==> config.mk <==
export PLATFORM = sky130hd
export DESIGN_NAME = psc_stats_counters
export DESIGN_NICKNAME = d
export VERILOG_FILES = /design/src/psc_pkg.sv /design/src/psc_stats_counters.sv
export SDC_FILE = /design/constraint.sdc
export NUM_CORES = 2
export LEC_CHECK = 0
export BUFFER_PORTS_ARGS = -buffer_cell sky130_fd_sc_hd__buf_2
export CORE_MARGIN = 1
export CORE_UTILIZATION = 58
export CTS_BUF_LIST = sky130_fd_sc_hd__clkbuf_8 sky130_fd_sc_hd__clkbuf_16
export DETAILED_ROUTE_END_ITERATION = 10
export PLACE_DENSITY = 0.85
export SETUP_SLACK_MARGIN = 0.2
export SLEW_MARGIN = 15
export SYNTH_ARGS = -nofsm -noshare
export SYNTH_HDL_FRONTEND = slang
export SYNTH_SLANG_ARGS = --single-unit
==> constraint.sdc <==
create_clock -name clk_i -period 4.65 [get_ports clk_i]
set_input_delay 0.465 -clock clk_i [delete_from_list [all_inputs] [get_ports clk_i]]
set_output_delay 0.465 -clock clk_i [all_outputs]
set_load 0.01 [all_outputs]
==> src/psc_pkg.sv <==
// Constants for the per-port statistics counter bank
package psc_pkg;
  // Register port offsets
  localparam logic [7:0] REG_TABLE_SELECT = 8'h79;
  localparam logic [7:0] REG_TABLE_OFFSET = 8'h7A;
  localparam logic [7:0] REG_RESULT_3     = 8'h80;
  localparam logic [7:0] REG_RESULT_2     = 8'h81;
  localparam logic [7:0] REG_RESULT_1     = 8'h82;
  localparam logic [7:0] REG_RESULT_0     = 8'h83;
  localparam logic [7:0] REG_RESET_VAL    = 8'h00;

  // Table select: upper six bits pick the table, low two bits are address bits 9:8
  localparam logic [5:0] TABLE_MIB        = 6'h07;
  localparam int         SEL_TABLE_LSB    = 2;

  // Indirect address layout
  localparam logic [9:0] PORT_AREA_END    = 10'h060;
  localparam logic [9:0] DROP_BASE        = 10'h100;
  localparam int         DROP_COUNT       = 6;
  localparam int         ADDR_PORT_LSB    = 5;
  localparam int         ADDR_IDX_W       = 5;

  // Counter indices inside one port block
  localparam logic [4:0] IDX_RX_1024_MAX  = 5'h13;
  localparam logic [4:0] IDX_TX_LO_OCT    = 5'h14;
  localparam logic [4:0] IDX_TX_HI_OCT    = 5'h15;
  localparam logic [4:0] IDX_TX_LATE_COLL = 5'h16;
  localparam logic [4:0] IDX_TX_PAUSE     = 5'h17;
  localparam logic [4:0] IDX_TX_BCAST     = 5'h18;
  localparam logic [4:0] IDX_TX_MCAST     = 5'h19;
  localparam logic [4:0] IDX_TX_UCAST     = 5'h1A;
  localparam logic [4:0] IDX_TX_POSTPONED = 5'h1B;
  localparam logic [4:0] IDX_TX_ALL_COLL  = 5'h1C;
  localparam logic [4:0] IDX_TX_ABANDONED = 5'h1D;
  localparam logic [4:0] IDX_TX_ONE_COLL  = 5'h1E;
  localparam logic [4:0] IDX_TX_MULTI     = 5'h1F;
  localparam int         SLOT_COUNT       = 13;

  // Result word fields
  localparam int         RES_OVF_BIT      = 31;
  localparam int         RES_VALID_BIT    = 30;

  // Frame length bins
  localparam logic [10:0] LEN_BIN_LOW     = 11'h400;
  localparam logic [10:0] LEN_MAX_STD     = 11'h5F2;
  localparam logic [10:0] LEN_MAX_LONG    = 11'h600;
endpackage

==> src/psc_stats_counters.sv <==
// Per-port statistics and dropped-frame counters read through an indirect window
//
// Behaviour
// [RULE1] Offsets 0x14/0x15 add good tx octets, pause included
// [RULE2] Offset 0x13 counts rx frames 1024 to maximum
// [RULE3] Offset 0x16 counts late collisions past 512 bits
// [RULE4] 0x17 pause, 0x18-0x1A good bcast/mcast/ucast sent
// [RULE5] Offset 0x1B counts frames postponed by busy medium
// [RULE6] Offset 0x1C counts collisions in half duplex only
// [RULE7] Offset 0x1D counts frames dropped on excessive collisions
// [RULE8] 0x1E/0x1F count sent after one/several collisions
// [RULE9] Dropped counters give 16 bits, upper bits zero
// [RULE10] Dropped counters at 0x100-0x105: tx then rx
// [RULE11] Host writes 0x1c to 0x79 first
// [RULE12] Writing offset to 0x7A triggers the read
// [RULE13] Result in 0x80-0x83 with overflow and valid
// [RULE14] Dropped result sits in 0x82 and 0x83
// [RULE15] Per-port counters clear when read
// [RULE16] Dropped counters keep value, carry no flags
// [RULE17] Host sweeps all counters at least every 30s
// [RULE18] Port blocks at bases 0x00, 0x20, 0x40
// [RULE19] Per-port counters wrap and latch overflow
`timescale 1ns/1ps
`default_nettype none

module psc_stats_counters #(
  parameter int PORTS  = 3,
  parameter int LEN_W  = 11,
  parameter int CNT_W  = 30,
  parameter int DROP_W = 16,
  parameter int COLL_W = 5
) (
  input  wire logic                           clk_i,
  input  wire logic                           reset_n_i,
  // Register port from the serial management interface
  input  wire logic                           reg_wr_i,
  input  wire logic                           reg_rd_i,
  input  wire logic [7:0]                     reg_addr_i,
  input  wire logic [7:0]                     reg_wdata_i,
  output logic      [7:0]                     reg_rdata_o,
  // Configuration
  input  wire logic                           max_frame_long_i,
  input  wire logic [PORTS-1:0]               half_duplex_i,
  // Receive events
  input  wire logic [PORTS-1:0]               rx_frame_done_i,
  input  wire logic [PORTS-1:0][LEN_W-1:0]    rx_frame_len_i,
  // Transmit events
  input  wire logic [PORTS-1:0]               tx_frame_done_i,
  input  wire logic [PORTS-1:0][LEN_W-1:0]    tx_frame_len_i,
  input  wire logic [PORTS-1:0]               tx_good_i,
  input  wire logic [PORTS-1:0]               tx_hi_prio_i,
  input  wire logic [PORTS-1:0]               tx_pause_i,
  input  wire logic [PORTS-1:0]               tx_bcast_i,
  input  wire logic [PORTS-1:0]               tx_mcast_i,
  input  wire logic [PORTS-1:0]               tx_postponed_i,
  input  wire logic [PORTS-1:0][COLL_W-1:0]   tx_coll_cnt_i,
  input  wire logic [PORTS-1:0]               tx_abandoned_i,
  input  wire logic [PORTS-1:0]               tx_late_coll_i,
  input  wire logic [PORTS-1:0]               tx_coll_i,
  // Buffer shortage drops
  input  wire logic [PORTS-1:0]               tx_drop_i,
  input  wire logic [PORTS-1:0]               rx_drop_i
);

  localparam int SLOTS = psc_pkg::SLOT_COUNT;

  // Counter storage: only the implemented tail of each port block
  logic [CNT_W-1:0]  cnt_r    [PORTS][SLOTS];
  logic              ovf_r    [PORTS][SLOTS];
  logic [DROP_W-1:0] drop_r   [2*PORTS];
  logic [LEN_W-1:0]  inc      [PORTS][SLOTS];

  logic [7:0]        sel_r;
  logic [7:0]        ofs_r;
  logic [31:0]       result_r;
  logic [7:0]        reg_rdata_r;

  logic              trig;
  logic [9:0]        rd_addr;
  logic              rd_mib;
  logic              rd_port_area;
  logic [1:0]        rd_port;
  logic [4:0]        rd_idx;
  logic              rd_slot_hit;
  logic [3:0]        rd_slot;
  logic              rd_drop_hit;
  logic [2:0]        rd_drop;
  logic [LEN_W-1:0]  len_max;

  // Slot number of a counter index within a port block
  function automatic logic [3:0] slot_of(input logic [4:0] idx);
    logic [4:0] d;
    d = idx - psc_pkg::IDX_RX_1024_MAX;
    return d[3:0];
  endfunction

  // Add an increment, wrapping at the counter width and reporting the carry
  function automatic logic [CNT_W:0] add_wrap(input logic [CNT_W-1:0] base, input logic [LEN_W-1:0] amt);
    return {1'b0, base} + {{(CNT_W+1-LEN_W){1'b0}}, amt};
  endfunction

  // Decode of the triggered indirect address
  assign trig         = reg_wr_i && (reg_addr_i == psc_pkg::REG_TABLE_OFFSET); // see [RULE12]
  assign rd_addr      = {sel_r[1:0], reg_wdata_i};
  assign rd_mib       = (sel_r[7:psc_pkg::SEL_TABLE_LSB] == psc_pkg::TABLE_MIB); // see [RULE11]
  assign rd_port_area = (rd_addr < psc_pkg::PORT_AREA_END);
  assign rd_port      = rd_addr[psc_pkg::ADDR_PORT_LSB +: 2];                  // see [RULE18]
  assign rd_idx       = rd_addr[psc_pkg::ADDR_IDX_W-1:0];
  assign rd_slot      = slot_of(rd_idx);
  assign rd_slot_hit  = rd_mib && rd_port_area && (rd_idx >= psc_pkg::IDX_RX_1024_MAX);
  assign rd_drop_hit  = rd_mib && (rd_addr >= psc_pkg::DROP_BASE) &&
                        (rd_addr < psc_pkg::DROP_BASE + 10'(psc_pkg::DROP_COUNT)); // see [RULE10]
  assign rd_drop      = 3'(rd_addr - psc_pkg::DROP_BASE);

  // Frame length ceiling follows the configured maximum size
  assign len_max = max_frame_long_i ? psc_pkg::LEN_MAX_LONG : psc_pkg::LEN_MAX_STD;

  // Per-event increments for every counter; an octet counter adds a length, others add one
  always_comb begin
    for (int p = 0; p < PORTS; p++) begin
      for (int k = 0; k < SLOTS; k++) begin
        inc[p][k] = '0;
      end
      if (rx_frame_done_i[p] && rx_frame_len_i[p] >= psc_pkg::LEN_BIN_LOW &&
          rx_frame_len_i[p] <= len_max) begin
        inc[p][slot_of(psc_pkg::IDX_RX_1024_MAX)] = LEN_W'(1); // see [RULE2]
      end
      if (tx_frame_done_i[p] && tx_good_i[p]) begin
        // Pause frames are good frames, so they land in the octet totals too
        if (tx_hi_prio_i[p]) begin
          inc[p][slot_of(psc_pkg::IDX_TX_HI_OCT)] = tx_frame_len_i[p]; // see [RULE1]
        end else begin
          inc[p][slot_of(psc_pkg::IDX_TX_LO_OCT)] = tx_frame_len_i[p]; // see [RULE1]
        end
        if (tx_pause_i[p]) begin
          inc[p][slot_of(psc_pkg::IDX_TX_PAUSE)] = LEN_W'(1);    // see [RULE4]
        end else if (tx_bcast_i[p]) begin
          inc[p][slot_of(psc_pkg::IDX_TX_BCAST)] = LEN_W'(1);    // see [RULE4]
        end else if (tx_mcast_i[p]) begin
          inc[p][slot_of(psc_pkg::IDX_TX_MCAST)] = LEN_W'(1);    // see [RULE4]
        end else begin
          inc[p][slot_of(psc_pkg::IDX_TX_UCAST)] = LEN_W'(1);    // see [RULE4]
        end
        if (tx_postponed_i[p]) begin
          inc[p][slot_of(psc_pkg::IDX_TX_POSTPONED)] = LEN_W'(1); // see [RULE5]
        end
        if (tx_coll_cnt_i[p] == COLL_W'(1)) begin
          inc[p][slot_of(psc_pkg::IDX_TX_ONE_COLL)] = LEN_W'(1);  // see [RULE8]
        end else if (tx_coll_cnt_i[p] > COLL_W'(1)) begin
          inc[p][slot_of(psc_pkg::IDX_TX_MULTI)] = LEN_W'(1);     // see [RULE8]
        end
      end
      if (tx_abandoned_i[p]) begin
        inc[p][slot_of(psc_pkg::IDX_TX_ABANDONED)] = LEN_W'(1);   // see [RULE7]
      end
      // The MAC flags a collision only once it is past the 512 bit-time window
      if (tx_late_coll_i[p]) begin
        inc[p][slot_of(psc_pkg::IDX_TX_LATE_COLL)] = LEN_W'(1);   // see [RULE3]
      end
      if (tx_coll_i[p] && half_duplex_i[p]) begin
        inc[p][slot_of(psc_pkg::IDX_TX_ALL_COLL)] = LEN_W'(1);    // see [RULE6]
      end
    end
  end

  // Per-port counters: a read clears, but an event in the same cycle still counts
  always_ff @(posedge clk_i or negedge reset_n_i) begin
    if (!reset_n_i) begin
      for (int p = 0; p < PORTS; p++) begin
        for (int k = 0; k < SLOTS; k++) begin
          cnt_r[p][k] <= '0;
          ovf_r[p][k] <= 1'b0;
        end
      end
    end else begin
      for (int p = 0; p < PORTS; p++) begin
        for (int k = 0; k < SLOTS; k++) begin
          logic             clr;
          logic [CNT_W:0]   sum;
          clr = trig && rd_slot_hit && (rd_port == 2'(p)) && (rd_slot == 4'(k));
          sum = add_wrap(clr ? '0 : cnt_r[p][k], inc[p][k]); // see [RULE15]
          cnt_r[p][k] <= sum[CNT_W-1:0];                      // see [RULE19]
          ovf_r[p][k] <= sum[CNT_W] | (ovf_r[p][k] & ~clr);   // see [RULE19]
        end
      end
    end
  end

  // Dropped-frame counters: free-running, wrap, never cleared by a read
  always_ff @(posedge clk_i or negedge reset_n_i) begin
    if (!reset_n_i) begin
      for (int d = 0; d < 2*PORTS; d++) begin
        drop_r[d] <= '0;
      end
    end else begin
      for (int p = 0; p < PORTS; p++) begin
        drop_r[p]       <= drop_r[p] + DROP_W'(tx_drop_i[p]);         // see [RULE10]
        drop_r[PORTS+p] <= drop_r[PORTS+p] + DROP_W'(rx_drop_i[p]);   // see [RULE16]
      end
    end
  end

  // Table select and offset registers
  always_ff @(posedge clk_i or negedge reset_n_i) begin
    if (!reset_n_i) begin
      sel_r <= psc_pkg::REG_RESET_VAL;
      ofs_r <= psc_pkg::REG_RESET_VAL;
    end else if (reg_wr_i) begin
      if (reg_addr_i == psc_pkg::REG_TABLE_SELECT) begin
        sel_r <= reg_wdata_i;
      end
      if (reg_addr_i == psc_pkg::REG_TABLE_OFFSET) begin
        ofs_r <= reg_wdata_i;
      end
    end
  end

  // Result capture on the trigger; valid is set only by a read of a per-port offset and cleared by any other trigger
  always_ff @(posedge clk_i or negedge reset_n_i) begin
    if (!reset_n_i) begin
      result_r <= '0;
    end else if (trig) begin
      result_r <= '0;
      if (rd_slot_hit && rd_port < 2'(PORTS)) begin
        result_r[psc_pkg::RES_OVF_BIT]   <= ovf_r[rd_port][rd_slot];   // see [RULE13]
        result_r[psc_pkg::RES_VALID_BIT] <= 1'b1;                      // see [RULE13]
        result_r[CNT_W-1:0]              <= cnt_r[rd_port][rd_slot];
      end else if (rd_drop_hit) begin
        result_r[DROP_W-1:0] <= drop_r[rd_drop];                       // see [RULE9] [RULE14]
      end else if (rd_mib && rd_port_area && rd_port < 2'(PORTS)) begin
        // Counters below the implemented range read as a valid zero
        result_r[psc_pkg::RES_VALID_BIT] <= 1'b1;
      end
    end
  end

  // Registered read data, one cycle after the read strobe; unmapped reads give zero
  always_ff @(posedge clk_i or negedge reset_n_i) begin
    if (!reset_n_i) begin
      reg_rdata_r <= '0;
    end else if (reg_rd_i) begin
      case (reg_addr_i)
        psc_pkg::REG_TABLE_SELECT: reg_rdata_r <= sel_r;
        psc_pkg::REG_TABLE_OFFSET: reg_rdata_r <= ofs_r;
        psc_pkg::REG_RESULT_3:     reg_rdata_r <= result_r[31:24];
        psc_pkg::REG_RESULT_2:     reg_rdata_r <= result_r[23:16];
        psc_pkg::REG_RESULT_1:     reg_rdata_r <= result_r[15:8];
        psc_pkg::REG_RESULT_0:     reg_rdata_r <= result_r[7:0];
        default:                   reg_rdata_r <= '0;
      endcase
    end
  end

  assign reg_rdata_o = reg_rdata_r;

endmodule

`default_nettype wire

* Word-level counts from Yosys, hierarchy flattened *
Cells that the tools add are included.

operators by class
  add/subtract/negate cells = 47
  magnitude comparators = 17
  equal/unequal tests = 24
  multiplexer cells = 120
  bitwise gates (word level) = 120
  reductions and logical operators = 66

operators with widths
  kind                                                        count
  30-bit 2-to-1 mux                                           41
  30-bit by 11-bit adder with 31-bit output                   39
  390-bit binary-select mux with 2-bit select                 1
  390-bit 2-to-1 mux                                          2
  45-bit 2-to-1 mux                                           3
  30-bit binary-select mux with 4-bit select                  1
  16-bit by 1-bit adder with 16-bit output                    6
  12-bit 2-to-1 mux                                           6
  23-bit 2-to-1 mux                                           3
  11-bit 2-to-1 mux                                           6
  22-bit 2-to-1 mux                                           3
  16-bit 2-to-1 mux                                           4
  1-bit logical AND                                           62
  16-bit binary-select mux with 3-bit select                  1
  8-bit case mux with 6 select lines                          1
  1-bit 2-to-1 mux                                            42
  1-bit AND                                                   39
  1-bit inverter                                              39
  1-bit OR                                                    39
  11-bit greater-or-equal comparator (second input constant)  3
  11-bit less-or-equal comparator                             3
  8-bit equality test (second input constant)                 4
  13-bit binary-select mux with 2-bit select                  1
  13-bit 2-to-1 mux                                           2
  28 further kinds                                            43

word-level totals
  register bits after elaboration = 1361
  output and inout bits = 8
  word-level logic and storage cells = 482

* Logic depth before layout (Yosys ltp) *
  word-level depth = 9
  mapped depth = 22

* Worst setup path after synthesis *
OpenSTA, ideal clock, no wires.

  path kind = input-to-reg
  from = input reg_wdata_i[1]
  to = register cnt_r[718] in the netlist's numbering
  setup time = 0.140 ns
  arrival = 4.871 ns
  setup slack = -0.361 ns
  stages on the path = 22
  path buffers = 6
  cells stage by stage = buf_1 clkbuf_1 buf_1 inv_1 ha_1 nand2_1 nor3_1 nand2_1 clkbuf_1 clkbuf_1 and2_1 ha_1 inv_1 fa_1 nor2b_1 o2111ai_1 and3_1 nor3_1 a2111oi_2 clkbuf_1 o311ai_0 o41ai_1

on the way
  cells in the longest elaborated chain, start to end = 8
  elaborated cells on any way between the ends = 11
  those cells by class = add/sub: 2; order compare: 2; eq/ne: 1; mux: 1; reduce/logical: 5

ends and longest elaborated chain
  element                                                 line                       text
  from (decl)                                             psc_stats_counters.sv:39   input wire logic [7:0] reg_wdata_i,
  10-bit by 7-bit less-than comparator with 1-bit output  psc_stats_counters.sv:106  assign rd_port_area = (rd_addr < psc_pkg::PORT_AREA_END);
  1-bit logical AND (2 in a row)                          psc_stats_counters.sv:110  assign rd_slot_hit = rd_mib && rd_port_area && (rd_idx >= psc_pkg::IDX_RX_1024_MAX);
  1-bit logical AND (2 in a row)                          psc_stats_counters.sv:180  clr = trig && rd_slot_hit && (rd_port == 2'(p)) && (rd_slot == 4'(k));
  1-bit logical AND *                                     psc_stats_counters.sv:180
  30-bit 2-to-1 mux *                                     psc_stats_counters.sv:181  sum = add_wrap(clr ? '0 : cnt_r[p][k], inc[p][k]);
  30-bit by 11-bit adder with 31-bit output *             psc_stats_counters.sv:99   return {1'b0, base} + {{(CNT_W+1-LEN_W){1'b0}}, amt};
  to (signal, indexed assignment)                         psc_stats_counters.sv:182  cnt_r[p][k] <= sum[CNT_W-1:0];
  to (decl)                                               psc_stats_counters.sv:68   logic [CNT_W-1:0] cnt_r [PORTS][SLOTS];

Mark *: on every way between the ends. The rest lies on a longest branch, timed or not.
A chain may end at the register's enable or synchronous reset.

* Final worst setup path *
  from = register sel_r[5]
  to = register cnt_r[349] in the netlist's numbering

on the way
  cells in the longest elaborated chain, start to end = 8

ends and longest elaborated chain
  element                                         line                       text
  from (decl)                                     psc_stats_counters.sv:73   logic [7:0] sel_r;
  from (signal assigned)                          psc_stats_counters.sv:206  sel_r <= psc_pkg::REG_RESET_VAL;
  from (signal assigned)                          psc_stats_counters.sv:210  sel_r <= reg_wdata_i;
  6-bit by 3-bit equality test with 1-bit output  psc_stats_counters.sv:105  assign rd_mib = (sel_r[7:psc_pkg::SEL_TABLE_LSB] == psc_pkg::TABLE_MIB);
  1-bit logical AND (2 in a row)                  psc_stats_counters.sv:110
  1-bit logical AND (3 in a row)                  psc_stats_counters.sv:180
  30-bit 2-to-1 mux                               psc_stats_counters.sv:181
  30-bit by 11-bit adder with 31-bit output       psc_stats_counters.sv:99

No other way between the ends.

==> reports/qor.csv <==
metric,value,unit
status,completed,
antenna_violations_before_repair,12,
clkLatencyLatePin,830,ps
post-dp-hpwl,186000,um
ioPinCount,152,
critical_path.endpoint_type,register,
start_util,0.585,
post_synth.cell_area_avg,9.31,um^2
setup_slack,402,ps
cts_htree_levels,4,
synth_enable_flop_cells,0,
timing.critical_path.from_type,register,
grt_usage,0.371,
timing.fmax,235,MHz
ys.flop_type,sky130_fd_sc_hd__dfrtp_1,
clock-sinks,1361,
cts_made_buffers,150,
detail_route.vias_per_cell,6.55,
cellPowerDensity,370,mW/mm^2
critical_path_peak_fanout,14,
cp.arrival,4990,ps
detail_route.iter0.violations,9714,
number_of_slew_limit_violations_in_the_final_report,0,
routed_wl,257000,um
grt_max_degree,170,
die-width,372,um
cap_violations,0,
sequential_cell_area,0.0341,mm^2
nets,9000,
postLayoutCoreUtil,0.651,
total_leakage_power,39.7,nW
classification_of_the_worst_setup_path,reg2reg,
synth_cell_type_count,98,
clk_pin_slew,60,ps
totalPowerFinal,32.6,mW
grt_pass1_vias,66600,
final.fill_count,10500,
globalRoute.totalOverflow,0,
drt_drc_violations_left,0,
min-delay-path-class,in2reg,
drt-wirelength-per-cell,24.3,um
row_cnt,135,
synthesized_cell_area,0.0792,mm^2
relative_slew_slack,0.234,
number_of_vias_in_the_routed_layout,69400,
cts.root.buffer_cell,sky130_fd_sc_hd__clkbuf_16,
synth_seq_cells,1361,
grt_first_pass_wirelength,394000,um
skew,31.1,ps
mappedNetlistNets,8831,
synth_common_cells,"1,361 x sky130_fd_sc_hd__dfrtp_1, 1,186 x sky130_fd_sc_hd__nor2_1, 720 x sky130_fd_sc_hd__nand2_1",
flow.area_growth_from_synthesis,11.3,%
clock_tree.buffer_depth,3,
synth_top_area_frac,0.430,
ys_warn_count,0,
most_numerous_cell_in_the_yosys_netlist,sky130_fd_sc_hd__dfrtp_1,
pre_cts_slack,-137,ps
fin_tns_setup,0,ps
required,5390,ps
final.hold.worst_slack,55.5,ps
setup_viol,0,
multi_input_area,0.0430,mm^2
period_share,0.914,
port_buffers,151,
fp.dieArea,0.138,mm^2
async_flop_share,1.00,
clock_tree_from_tritoncts,built,
synthCells,8511,
hold_violations,0,
ir_worst_vdd,291,uV
core_region_area,0.135,mm^2
layout-drive-gt1-share,0.107,
finalCriticalPeriod,4250,ps
gp_congestion,1.02,
seq_area_frac_synth,0.430,
synth_top_area_cell,sky130_fd_sc_hd__dfrtp_1,
rsz0062_at_grt,yes,
synth_area_leaders,"sky130_fd_sc_hd__dfrtp_1 43%, sky130_fd_sc_hd__xor2_1 6.7%, sky130_fd_sc_hd__nor2_1 5.6%, sky130_fd_sc_hd__xnor2_1 4.5%, sky130_fd_sc_hd__nand2_1 3.4%",
detail-route-antenna-nets,0,
worstMarginPinSlew,1150,ps
drt-pass1-iter-count,8,
die_h,372,um
## critical path, stage by stage, from the launching register on
cell and delay, ps:
sky130_fd_sc_hd__dfrtp_1 400, sky130_fd_sc_hd__and4b_1 400, sky130_fd_sc_hd__nand4_4 280, sky130_fd_sc_hd__nor3_4 370
sky130_fd_sc_hd__nand3_1 110, sky130_fd_sc_hd__buf_4 210, sky130_fd_sc_hd__and2_1 180, sky130_fd_sc_hd__ha_1 340
sky130_fd_sc_hd__o21ai_0 130, sky130_fd_sc_hd__o21ai_0 310, sky130_fd_sc_hd__nand3_1 130, sky130_fd_sc_hd__a21oi_1 280
sky130_fd_sc_hd__nor2_1 180, sky130_fd_sc_hd__buf_4 200, sky130_fd_sc_hd__or4_1 470, sky130_fd_sc_hd__a21oi_1 160
## sequential cells by signal, indices dropped and copies added (netlist names)
signal / cells
cnt_r: 1170
drop_r: 96
ovf_r: 39
result_r: 32
ofs_r: 8
reg_rdata_o: 8
sel_r: 8
## metal layers
metal | GRT usage | routed length (um)
met1 | 0.493 | 98800
met4 | 0.242 | 19100
met2 | 0.553 | 113000
met5 | 0 | 38
met3 | 0.0737 | 26100
## layout by cell type, fill, tap and decap left out, types with 52 or more instances in the layout
cell and n:
sky130_fd_sc_hd__a221oi_1 125, sky130_fd_sc_hd__xnor2_1 403, sky130_fd_sc_hd__ha_1 169, sky130_fd_sc_hd__o21ai_0 331, sky130_fd_sc_hd__and2_1 224, sky130_fd_sc_hd__nor2b_1 57
sky130_fd_sc_hd__a21oi_1 363, sky130_fd_sc_hd__mux2_2 149, sky130_fd_sc_hd__clkbuf_16 151, sky130_fd_sc_hd__inv_1 175, sky130_fd_sc_hd__buf_4 220, sky130_fd_sc_hd__nand2_1 720
sky130_fd_sc_hd__nor2_1 1181, sky130_fd_sc_hd__mux4_2 52, sky130_fd_sc_hd__nand4_1 263, sky130_fd_sc_hd__buf_2 147, sky130_fd_sc_hd__dfrtp_1 1361, sky130_fd_sc_hd__or3_1 132
sky130_fd_sc_hd__xor2_1 603, sky130_fd_sc_hd__nor3_1 125, sky130_fd_sc_hd__nand3_1 465, sky130_fd_sc_hd__mux2i_1 263, sky130_fd_sc_hd__and4_1 83, sky130_fd_sc_hd__and3_1 253
## per-stage QoR
stage	cell area (um^2)	std cells
floorplan	79200	8511
global placement	82700	10300
detailed placement	82700	10300
CTS	88100	10600
global route	88200	10600
finish	88200	10600
## layout make-up
class | instances | area share
Multi-Input combinational cell | 6605 | 0.488
Sequential cell | 1361 | 0.386
Clock buffer | 193 | 0.0494
Timing Repair Buffer | 411 | 0.0349
Tap cell | 1781 | 0.0253
Clock inverter | 82 | 0.00996
Inverter | 151 | 0.00650
Antenna cell | 5 | 0.000142
## final timing paths
path | startpoint | to | slack [ps] | depth (start not counted)
worst min-delay path | tx_frame_len_i[22] | cnt_r[330]$_DFF_PN0_ | 60 | 3
worst max register to register | sel_r[5]$_DFFE_PN0P_ | cnt_r[349]$_DFF_PN0_ | 400 | 15
worst max-delay path | sel_r[5]$_DFFE_PN0P_ | cnt_r[349]$_DFF_PN0_ | 400 | 15
worst min register to register | drop_r[31]$_DFF_PN0_ | drop_r[31]$_DFF_PN0_ | 470 | 1
max in group asynchronous | reset_n_i | cnt_r[626]$_DFF_PN0_ | 2850 | 3
min in group asynchronous | reset_n_i | cnt_r[74]$_DFF_PN0_ | 230 | 2
## where the power goes
part / internal (mW) / switching, mW / leakage [nW]
combinational: 2.34 / 3.41 / 18.6
sequential: 13.0 / 1.19 / 18.4
clock: 7.42 / 5.23 / 2.70
## timing repair
action,4_1_cts,5_1_grt
setup endpoints to repair,25,19
hold buffers,17,0
pin swaps,1,1
gates resized for setup,2,3
buffers inserted,1,0
endpoints found under the hold margin,105,0
## logic make-up (layout without fill, tap and decap cells)
family | count (synthesis) | after routing | synth area share
other cells | 0 | 5 | 0
buf+inv | 545 | 837 | 0.0291
flops | 1361 | 1361 | 0.430
compound gates | 1225 | 1225 | 0.0995
xor+xnor | 1007 | 1007 | 0.111
simple gates | 3733 | 3733 | 0.232
fa+ha+maj | 176 | 176 | 0.0284
mux | 464 | 464 | 0.0692
No activity file was read; power rests on OpenSTA's default activity.
